`config.mk`:
```
export PLATFORM = sky130hd
export DESIGN_NAME = ppb_ctrl
export DESIGN_NICKNAME = d
export VERILOG_FILES = /design/src/logic/ppb_pkg.sv /design/src/logic/ppb_ctrl.sv
export SDC_FILE = /design/constraint.sdc
export NUM_CORES = 1
export LEC_CHECK = 0
export BUFFER_PORTS_ARGS = -buffer_cell sky130_fd_sc_hd__buf_2
export CAP_MARGIN = 15
export CORE_ASPECT_RATIO = 1.4
export CORE_UTILIZATION = 31
export CTS_BUF_LIST = sky130_fd_sc_hd__clkbuf_4 sky130_fd_sc_hd__clkbuf_8
export CTS_CLUSTER_SIZE = 24
export DETAILED_ROUTE_END_ITERATION = 10
export HOLD_SLACK_MARGIN = 0.1
export PLACE_DENSITY_LB_ADDON = 0.05
export REMOVE_ABC_BUFFERS = 1
export SETUP_SLACK_MARGIN = 0.02
export SLEW_MARGIN = 20
export SYNTH_ARGS = -nofsm -noshare
export SYNTH_HDL_FRONTEND = slang
export SYNTH_SLANG_ARGS = --single-unit
```
`constraint.sdc`:
```
create_clock -name clk -period 8.6 [get_ports clk]
set_clock_uncertainty 0.2 [all_clocks]
set_input_delay 1.72 -clock clk [delete_from_list [all_inputs] [get_ports clk]]
set_output_delay 1.72 -clock clk [all_outputs]
set_load 0.05 [all_outputs]
```
`src/logic/ppb_pkg.sv`:
```
// shared constants and types for the peripheral port bus controller
package ppb_pkg;
    localparam int CLK_PERIOD_NS = 25;
    localparam int INSTR_PERIOD_NS = 200;
    // longest time, so the division rounds down
    localparam int INSTR_CYCLES = INSTR_PERIOD_NS / CLK_PERIOD_NS;
    localparam int OSC_CYCLES = INSTR_CYCLES / 2;
    localparam int PHASE_W = 3;
    localparam logic [PHASE_W-1:0] PH_LAST = 3'(INSTR_CYCLES - 1);
    localparam logic [PHASE_W-1:0] PH_HALF = 3'(OSC_CYCLES);
    localparam logic [PHASE_W-1:0] PH_DRV_FIRST = 3'h1;
    localparam logic [PHASE_W-1:0] PH_DRV_LAST = 3'h6;
    localparam logic [PHASE_W-1:0] PH_XFER_DRV_FIRST = 3'h5;
    localparam logic [PHASE_W-1:0] PH_RD_SAMPLE = 3'h6;
    localparam logic [PHASE_W-1:0] PH_XFER_SAMPLE = 3'h3;
    localparam int NUM_REGS = 16;
    localparam logic [3:0] ACC_IDX = 4'h0;
    localparam logic [3:0] LADDR_IDX = 4'h7;
    localparam logic [3:0] FLAG_IDX = 4'h8;
    localparam logic [3:0] RADDR_IDX = 4'hf;
    localparam logic [7:0] BYTE_RST = 8'h00;
    localparam logic [7:0] BYTE_ONES = 8'hff;

    typedef enum logic [1:0] {
        PPB_OP_SELECT, PPB_OP_WRITE, PPB_OP_READ, PPB_OP_XFER
    } ppb_op_t;

    typedef enum logic [1:0] {
        PPB_ALU_MOVE, PPB_ALU_ADD, PPB_ALU_AND, PPB_ALU_XOR
    } ppb_alu_t;

    typedef struct packed {
        ppb_op_t op;
        ppb_alu_t alu;
        logic left_en;
        logic right_en;
        logic [3:0] src;
        logic [3:0] dst;
        logic [2:0] rot;
        logic [2:0] len;
    } ppb_cmd_t;

    typedef struct packed {
        logic port_select_strobe;
        logic write_direction_strobe;
        logic left_bank_select_n;
        logic right_bank_select_n;
        logic master_clock;
    } ppb_bus_ctl_t;

    localparam ppb_bus_ctl_t BUS_CTL_RST = '{1'b0, 1'b0, 1'b1, 1'b1, 1'b0};
endpackage

```
`src/logic/ppb_ctrl.sv`:
```
// peripheral port bus controller: cycle timing, bus strobes, datapath
// Behaviour
// - Each instruction and its bus cycle lasts 200 ns, eight clocks.
// - All timing comes from clk, a 25 ns clock at eight times the instruction rate.
// - Address and data share one 8-bit three-state bus.
// - Five control outputs tell bus direction and address versus data.
// - A port is selected by its address on the bus with the select strobe.
// - The write strobe is high while data is driven, low on reads.
// - Bank selects change with the other strobes, from the command fields.
// - A byte moves from a port on the left bank to the right bank in one cycle.
// - A master clock output follows the instruction cycle.
// - Sixteen 8-bit registers, three kept for addresses and flags.
// - Bus or register byte is rotated and masked, then combined with acc.
// - Select is high only with an address out, write only with data out.
// - Bank select outputs are active low.
`timescale 1ns/1ps
module ppb_ctrl (
    // clock and reset
    input wire logic clk,
    input wire logic rst_n,
    // command side
    input wire logic cmd_valid,
    input wire ppb_pkg::ppb_cmd_t cmd,
    output logic cmd_taken,
    output logic done,
    output logic [7:0] result,
    output logic [7:0] register_zero_accumulator,
    // peripheral bus
    input wire logic [7:0] bus_in,
    output logic [7:0] bus_out,
    output logic bus_oe_n,
    output ppb_pkg::ppb_bus_ctl_t ctl
);
    import ppb_pkg::*;

    logic [PHASE_W-1:0] phase_q, phase_d;
    ppb_cmd_t cur_q, cur_d;
    logic cur_valid_q, cur_valid_d;
    logic [7:0] regs_q [NUM_REGS];
    logic [7:0] bus_s1_q, bus_s2_q;
    logic [7:0] xfer_byte_q;
    ppb_bus_ctl_t ctl_d;
    logic drive_d;
    logic [7:0] drive_val, rd_val;
    logic [8:0] rd_sum;

    function automatic logic in_win(input logic [PHASE_W-1:0] ph,
                                    input logic [PHASE_W-1:0] first,
                                    input logic [PHASE_W-1:0] last);
        in_win = (ph >= first) && (ph <= last);
    endfunction

    function automatic logic [7:0] rotmask(input logic [7:0] v,
                                           input logic [2:0] rot,
                                           input logic [2:0] len);
        logic [15:0] t;
        logic [7:0] m;
        t = {v, v} >> rot;
        m = (len == 3'h0) ? BYTE_ONES : (BYTE_ONES >> (4'h8 - {1'b0, len}));
        rotmask = t[7:0] & m;
    endfunction

    function automatic logic [7:0] alu(input ppb_alu_t op,
                                       input logic [7:0] a,
                                       input logic [7:0] b);
        case (op)
            PPB_ALU_MOVE: alu = a;
            PPB_ALU_ADD: alu = 8'(a + b);
            PPB_ALU_AND: alu = a & b;
            PPB_ALU_XOR: alu = a ^ b;
            default: alu = a;
        endcase
    endfunction

    // eight-clock instruction cycle, new command taken at the wrap
    always_comb begin
        phase_d = (phase_q == PH_LAST) ? '0 : 3'(phase_q + 3'h1);
        cur_d = cur_q;
        cur_valid_d = cur_valid_q;
        if (phase_q == PH_LAST) begin
            cur_d = cmd;
            cur_valid_d = cmd_valid;
        end
    end

    always_ff @(posedge clk or negedge rst_n) begin
        if (!rst_n) begin
            phase_q <= '0;
            cur_q <= '0;
            cur_valid_q <= 1'b0;
            cmd_taken <= 1'b0;
            done <= 1'b0;
        end else begin
            phase_q <= phase_d;
            cur_q <= cur_d;
            cur_valid_q <= cur_valid_d;
            cmd_taken <= (phase_q == PH_LAST) && cmd_valid;
            done <= (phase_q == PH_LAST) && cur_valid_q;
        end
    end

    // bus pins cross in from outside, two flops before use
    always_ff @(posedge clk or negedge rst_n) begin
        if (!rst_n) begin
            bus_s1_q <= BYTE_RST;
            bus_s2_q <= BYTE_RST;
        end else begin
            bus_s1_q <= bus_in;
            bus_s2_q <= bus_s1_q;
        end
    end

    // drive value; xfer sends the byte caught in the first half
    always_comb begin
        if (cur_d.op == PPB_OP_XFER)
            drive_val = alu(cur_d.alu,
                            rotmask(xfer_byte_q, cur_d.rot, cur_d.len),
                            regs_q[ACC_IDX]);
        else
            drive_val = alu(cur_d.alu,
                            rotmask(regs_q[cur_d.src], cur_d.rot, cur_d.len),
                            regs_q[ACC_IDX]);
        rd_val = alu(cur_q.alu, rotmask(bus_s2_q, cur_q.rot, cur_q.len),
                     regs_q[ACC_IDX]);
        rd_sum = {1'b0, rotmask(bus_s2_q, cur_q.rot, cur_q.len)}
               + {1'b0, regs_q[ACC_IDX]};
    end

    // strobes computed from the next phase so they line up with phase_q
    always_comb begin
        ctl_d = BUS_CTL_RST;
        ctl_d.master_clock = (phase_d < PH_HALF);
        if (cur_valid_d) begin
            ctl_d.port_select_strobe = (cur_d.op == PPB_OP_SELECT)
                && in_win(phase_d, PH_DRV_FIRST, PH_DRV_LAST);
            ctl_d.write_direction_strobe =
                ((cur_d.op == PPB_OP_WRITE)
                 && in_win(phase_d, PH_DRV_FIRST, PH_DRV_LAST))
                || ((cur_d.op == PPB_OP_XFER)
                 && in_win(phase_d, PH_XFER_DRV_FIRST, PH_DRV_LAST));
            if (cur_d.op == PPB_OP_XFER) begin
                // source bank in first half, destination bank in second
                ctl_d.left_bank_select_n =
                    !(cur_d.left_en && (phase_d < PH_HALF));
                ctl_d.right_bank_select_n =
                    !(cur_d.right_en && (phase_d >= PH_HALF));
            end else begin
                ctl_d.left_bank_select_n = !cur_d.left_en;
                ctl_d.right_bank_select_n = !cur_d.right_en;
            end
        end
        drive_d = ctl_d.port_select_strobe || ctl_d.write_direction_strobe;
    end

    always_ff @(posedge clk or negedge rst_n) begin
        if (!rst_n) begin
            ctl <= BUS_CTL_RST;
            bus_oe_n <= 1'b1;
            bus_out <= BYTE_RST;
        end else begin
            ctl <= ctl_d;
            bus_oe_n <= !drive_d;
            bus_out <= drive_d ? drive_val : BYTE_RST;
        end
    end

    always_ff @(posedge clk or negedge rst_n) begin
        if (!rst_n)
            xfer_byte_q <= BYTE_RST;
        else if (cur_valid_q && cur_q.op == PPB_OP_XFER
                 && phase_q == PH_XFER_SAMPLE)
            xfer_byte_q <= bus_s2_q;
    end

    // working registers: read results, select address copies, carry flag
    always_ff @(posedge clk or negedge rst_n) begin
        if (!rst_n) begin
            for (int i = 0; i < NUM_REGS; i++)
                regs_q[i] <= BYTE_RST;
        end else if (cur_valid_q) begin
            if (cur_q.op == PPB_OP_READ && phase_q == PH_RD_SAMPLE) begin
                regs_q[cur_q.dst] <= rd_val;
                if (cur_q.alu == PPB_ALU_ADD && cur_q.dst != FLAG_IDX)
                    regs_q[FLAG_IDX] <= {7'h00, rd_sum[8]};
            end
            if (cur_q.op == PPB_OP_SELECT && phase_q == PH_DRV_FIRST) begin
                if (cur_q.left_en)
                    regs_q[LADDR_IDX] <= bus_out;
                if (cur_q.right_en)
                    regs_q[RADDR_IDX] <= bus_out;
            end
        end
    end

    always_ff @(posedge clk or negedge rst_n) begin
        if (!rst_n) begin
            result <= BYTE_RST;
            register_zero_accumulator <= BYTE_RST;
        end else begin
            register_zero_accumulator <= regs_q[ACC_IDX];
            if (cur_valid_q && cur_q.op == PPB_OP_READ
                && phase_q == PH_RD_SAMPLE)
                result <= rd_val;
            else if (!bus_oe_n && phase_q == PH_DRV_LAST)
                result <= bus_out;
        end
    end
endmodule

```
Word-level counts from Yosys, hierarchy flattened
Index checks and enable logic that the tools add are counted.
W data, S select, Z words.
{ "word_totals": {"register_bits": 208, "wordCells": 146, "inputBits": 31, "output_inout_bits": 32} }
{ "op_classes": {"shift": 5, "bitwise": 11, "order_cmp": 8, "n_reduce_logical": 34, "eq_ne": 15, "mux": 26, "add_sub_neg": 7} }
{ "ops": {"columns": ["cell", "count"], "rows": [
  ["$bwmux W128", 1],
  ["$mux W8", 14],
  ["$pmux W8 S4", 3],
  ["$mux W72", 1],
  ["$and A8 B8 Y8", 6],
  ["$shr A16 B3 Y8", 3],
  ["$bmux W8 S4", 1],
  ["$demux W8 S4", 1],
  ["$add A8 B8 Y8", 3],
  ["$xor A8 B8 Y8", 3],
  ["$mux W20", 1],
  ["$logic_and A1 B1 Y1", 18],
  ["$shr A8 B4 Y8 const A", 2],
  ["$eq A2 B2 Y1 const B", 7],
  ["$ge A5 B5 Y1 const B", 2],
  ["$not A4 Y5", 2],
  ["$add A8 B8 Y9", 1],
  ["$logic_not A2 Y1", 4],
  ["$sub A4 B3 Y4 const A", 2],
  ["$eq A2 B1 Y1 const B", 3],
  ["$eq A3 B3 Y1 const B", 2],
  ["$ge A3 B3 Y1 const B", 2],
  ["$logic_not A1 Y1", 6],
  ["$logic_not A3 Y1", 2],
  ["15 further kinds", 16]
]} }

Depth between registers and ports, before layout
{ "logic_depth": {"word_depth": 12, "depth_mapped": 26, "ltp_nobuf": 24} }

Worst setup path after synthesis
OpenSTA, ideal clock, no wires.
{ "synth_timing": {"path_kind": "input -> register", "from": "in cmd[11] (netlist name)", "to": "reg bus_out[7]", "n_path_buf": 2, "setup_slack_ns": 3.187, "cell_stages": 20, "arrival_time_ns": 5.089, "required_ns": 8.276, "setup_ns": 0.124, "path_cell_list": "mux2i_1 > inv_2 > buf_6 > buf_6 > mux2i_1 > a32oi_1 > nand3_1 > nand4_1 > nand2_1 > and3_1 > a211oi_1 > ha_1 > a21o_1 > a21o_1 > a21o_1 > a21o_1 > a31o_2 > o21ai_1 > xnor2_1 > a211o_1"} }
{ "synth_between": {"elab_chain_len": 11, "word_cells_on_any_way": 13, "cone_classes": "add/sub (1); shift (1); mux (7); bitwise (4)"} }
{ "synth_lines": {"columns": ["item", "line", "source"], "rows": [
  ["start: declaration", "ppb_ctrl.sv:23", "input wire ppb_pkg::ppb_cmd_t cmd,"],
  ["$mux W20 (*)", "ppb_ctrl.sv:80", "if (phase_q == PH_LAST) begin"],
  ["$not A4 Y5 (implied by the code) (*)", "ppb_ctrl.sv:121", "rotmask(regs_q[cur_d.src], cur_d.rot, cur_d.len),"],
  ["$bmux W8 S4 (*)", "ppb_ctrl.sv:121", null],
  ["$mux W8 (implied by the code) (*) (2 in series)", "ppb_ctrl.sv:121", null],
  ["$shr A16 B3 Y8 (*)", "ppb_ctrl.sv:58", "t = {v, v} >> rot;"],
  ["$and A8 B8 Y8 (*)", "ppb_ctrl.sv:60", "rotmask = t[7:0] & m;"],
  ["$add A8 B8 Y8, or another cell as far along", "ppb_ctrl.sv:68", "PPB_ALU_ADD: alu = 8'(a + b);"],
  ["$pmux W8 S4 (*)", "ppb_ctrl.sv:66", "case (op)"],
  ["$mux W8 (*)", "ppb_ctrl.sv:115", "if (cur_d.op == PPB_OP_XFER)"],
  ["$mux W8 (*)", "ppb_ctrl.sv:163", "bus_out <= drive_d ? drive_val : BYTE_RST;"],
  ["end signal: assignment", "ppb_ctrl.sv:163", null],
  ["end: declaration", "ppb_ctrl.sv:30", "output logic [7:0] bus_out,"]
]} }
Mark *: on every way between the ends. The rest lies on a longest branch, timed or not. The select of a mux whose other input is x is not followed.
A chain may end at the register's enable or synchronous reset.

Final worst setup path
{ "layout_timing": {"from": "reg phase_q[0]", "to": "reg bus_out[7]"} }
{ "layout_between": {"elab_chain_len": 12, "word_cells_on_any_way": 45, "cone_classes": "add/sub (4); order compare (3); eq/ne (6); shift (3); mux (12); bitwise (7); reduce/logical (10)"} }
{ "layout_lines": {"columns": ["item", "line", "source"], "rows": [
  ["start: declaration", "ppb_ctrl.sv:36", "logic [PHASE_W-1:0] phase_q, phase_d;"],
  ["start signal: assignment", "ppb_ctrl.sv:94", "phase_q <= phase_d;"],
  ["$eq A3 B3 Y1", "ppb_ctrl.sv:77, ppb_ctrl.sv:80", null],
  ["$mux W20", "ppb_ctrl.sv:80", null],
  ["$not A4 Y5 (implied by the code)", "ppb_ctrl.sv:121", null],
  ["$bmux W8 S4", "ppb_ctrl.sv:121", null],
  ["$mux W8 (implied by the code) (2 in series)", "ppb_ctrl.sv:121", null],
  ["$shr A16 B3 Y8", "ppb_ctrl.sv:58", null],
  ["$and A8 B8 Y8", "ppb_ctrl.sv:60", null],
  ["$add A8 B8 Y8, or another cell as far along", "ppb_ctrl.sv:68", null],
  ["$pmux W8 S4", "ppb_ctrl.sv:66", null],
  ["$mux W8", "ppb_ctrl.sv:115", null],
  ["$mux W8 (*)", "ppb_ctrl.sv:163", null]
]} }
Marks and branches as above.

==> flow_metrics.tcl <==
set metrics [dict create \
    p_sw_uw 719 \
    synth.cell_area_um2 11400 \
    grt_max_degree 96 \
    fin_area_um2 13100 \
    crit_fanout 20 \
    ir_worst_vdd_mv 0.104 \
    r2r_end "bus_out[7]$_DFF_PN0_" \
    r2r_start "phase_q[0]$_DFF_PN0_" \
    crit_slowest_cell "ha_2" \
    initial_core_util_pct 31.6 \
    drive_above_1_share_pct 20.3 \
    final_common_cell "dfrtp_1" \
    clockRootBuffer "clkbuf_8" \
    h-tree-depth 2 \
    whs_ns 0.146 \
    place_area_um2 12200 \
    min_path_cells 0 \
    clk_latency_ns 0.57 \
    hold_viol_final 0 \
    cts_resized 0 \
    hpwl_um 27100 \
    seq_area_frac_synth_pct 45.8 \
    post-cts-setup-buffers 0 \
    grt_util_all_layers_pct 21.0 \
    ys_ff_latch 208 \
    hold_start "bus_s1_q[3]$_DFF_PN0_" \
    synth-edff-count 0 \
    p_per_area_nw_per_um2 188 \
    drcViolationCount 0 \
    pwr-share-seq_pct 43.1 \
    internal_power_uw 1740 \
    async_flop_share_pct 100 \
    die_x_um 164 \
    cts_inserted_buffers 38 \
    fin_crit_ns 6.08 \
    clkPwrFrac_pct 42.5 \
    ant_nets 0 \
    synth_warnings 0 \
    routedWlPerCell_um 22.1 \
    avgSynthCellArea_um2 9.66 \
    drv_slew 0 \
    worstPathArrival_ns 6.32 \
    fillers 3725 \
    rows 82 \
    swShare_pct 29.2 \
    required_ns 8.84 \
    cts_buffer_depth 3 \
    via_per_inst 5.29 \
    fin_nets 1311 \
    path_cells "ha_1, ha_2, buf_4, mux2i_4, inv_2, nor2_1, nand3_1, nand4_1, nand2_1, and3_1, a211oi_1, ha_1, a21o_1, a21o_1, a21o_1, a21o_1, a31o_2, o21ai_1, xnor2_1, a211o_1" \
    crit_type "flip-flop to flip-flop" \
    ios 63 \
    place.gp.congestion 0.844 \
    antenna_cells 0 \
    portBuffers 62 \
    grt_pass1_wl_um 58400 \
    synth_cells 1178 \
    antenna_found_initial 0 \
    mostFrequentLayoutCells "205 x dfrtp_1, 161 x nand2_1, 129 x nor2_1" \
    pwr-share-comb_pct 14.4 \
    setup-violations-final 0 \
    tritoncts "built" \
    min_period_over_period_pct 70.7 \
    r2r_cells 20 \
    reg2reg_slack_ns 2.52 \
    grt_overflow 0 \
    p_leak_uw 0.00612 \
    fp.dieArea_um2 37500 \
    core_um2 36000 \
    start_kind "flip-flop" \
    clock.fmax_ghz 0.164 \
    endpoint_kind "flip-flop" \
    worst_pin_slew_ns 1.14 \
    min_to "bus_s2_q[3]$_DFF_PN0_" \
    cpMostUsedCell "a21o_1" \
    hold_buffers 0 \
    rsz0062_at_grt "no" \
    dr.pass1.iters 9 \
    clkSlewWorstSetupHoldPaths_ns 0.06 \
    drv_cap 0 \
    die_y_um 229 \
    cts.sinks 208 \
    tns_ns 0 \
    totalWireLength_um 38200 \
    via_count 9155 \
    relSlewSlack_pct 23.4 \
    critical-path-max-stage-delay_ns 0.50 \
    grt_pass1_vias 9159 \
    status "complete, no violations" \
    area_delta_synth_final_pct 15.1 \
    hold_path_class "flip-flop to flip-flop" \
    drtIter0Drc 513 \
    synth_ff_type "dfrtp_1" \
    synthDistinctLibCells 69 \
]
how the worst max path moves through the flow:
stage	slack [ns]	depth (start not counted)	to	start
after floorplan	0.94	18	bus_out[7]$_DFF_PN0_	cmd[11]
after global placement	2.32	23	bus_out[6]$_DFF_PN0_	cmd[11]
after detailed placement	2.19	20	bus_out[7]$_DFF_PN0_	cmd[11]
after CTS	2.47	20	bus_out[7]$_DFF_PN0_	phase_q[0]$_DFF_PN0_
after global routing	2.09	23	bus_out[6]$_DFF_PN0_	phase_q[0]$_DFF_PN0_
final	2.52	20	bus_out[7]$_DFF_PN0_	phase_q[0]$_DFF_PN0_
cell families after synthesis:
family | after synthesis | synth area share, %
DFF | 208 | 45.8
buffers and inverters | 100 | 3.82
muxes | 139 | 14.1
xor gates and xnor gates | 16 | 1.23
AOI/OAI and AO/OA | 290 | 16.0
and+or+nand+nor | 386 | 14.6
adders and majority gates | 39 | 4.49
metal layers:
metal / global-route usage (%) / wire, µm / up-vias
met5: 0 / 0 / -
met1: 25.8 / 15700 / 4571
met3: 2.87 / 1380 / 56
met2: 37.6 / 20200 / 200
met4: 6.25 / 950 / 0
li1: - / - / 4328
area by class of cell:
| class | instances | area (µm²) | area share [%] |
|---|---|---|---|
| Clock inverter | 7 | 62.6 | 0.478 |
| Inverter | 34 | 128 | 0.975 |
| Tap cell | 462 | 578 | 4.41 |
| Multi-Input combinational cell | 870 | 5810 | 44.4 |
| Clock buffer | 61 | 783 | 5.98 |
| Timing Repair Buffer | 89 | 523 | 3.99 |
| Sequential cell | 208 | 5210 | 39.8 |
Yosys cell counts, types with 8 or more instances:
| cell | count | area share (%) |
|---|---|---|
| clkbuf_1 | 44 | 1.5 |
| nor2_1 | 130 | 4.3 |
| mux2i_1 | 62 | 5.5 |
| dfrtp_1 | 205 | 45 |
| inv_1 | 29 | 0.96 |
| o22ai_1 | 16 | 0.88 |
| nand2_1 | 161 | 5.3 |
| a32oi_1 | 30 | 2.3 |
| mux2_2 | 64 | 6.3 |
| buf_2 | 11 | 0.48 |
| a211oi_1 | 8 | 0.53 |
| nor2b_1 | 9 | 0.49 |
| o21ai_0 | 40 | 1.8 |
| xnor2_1 | 11 | 0.85 |
| a21oi_1 | 124 | 5.5 |
| a21o_1 | 19 | 1.3 |
| mux4_2 | 9 | 1.8 |
| ha_1 | 36 | 4.0 |
| nand2b_1 | 11 | 0.60 |
| nand3_1 | 39 | 1.7 |
state kept, by name (all words and copies together) (netlist names):
signal	flops
xfer_byte_q	8
bus_s2_q	8
regs_q	128
cmd_taken	1
bus_s1_q	8
bus_out	8
register_zero_accumulator	8
cur_valid_q	1
cur_q	20
done	1
phase_q	3
bus_oe_n	1
ctl	5
result	8
critical path: cells and delay by family (launching register included):
| kind | cells | cell delay [ns] |
|---|---|---|
| adder cells (fa/ha/maj) | 3 | 1.05 |
| buffers and inverters | 2 | 0.66 |
| XOR/XNOR | 1 | 0.08 |
| flip-flops | 1 | 0.47 |
| AO/OA/AOI/OAI | 8 | 1.86 |
| multiplexers | 1 | 0.45 |
| AND/OR/NAND/NOR | 5 | 1.18 |
through the flow:
| step | total power, µW | std cells | utilization [%] | setup WS (ns) |
|---|---|---|---|---|
| finish | 2460 | 1731 | 36.4 | 2.52 |
| global route | 2580 | 1731 | 36.4 | 2.09 |
| CTS | 2510 | 1731 | 36.4 | 2.47 |
| detailed placement | 1440 | 1663 | 34.0 | 2.19 |
| global placement | 1440 | 1663 | 34.0 | 2.32 |
| floorplan | 1280 | 1112 | - | 0.945 |
power groups by stage:
stage,clock [µW],sequential (µW),combinational [µW]
after floorplan,0,1090,194
after CTS,1080,1060,358
after global routing,1120,1070,388
final,1050,1060,354
after detailed placement,0,1080,357
after global placement,0,1080,356
(Power assumes the default switching activity.)
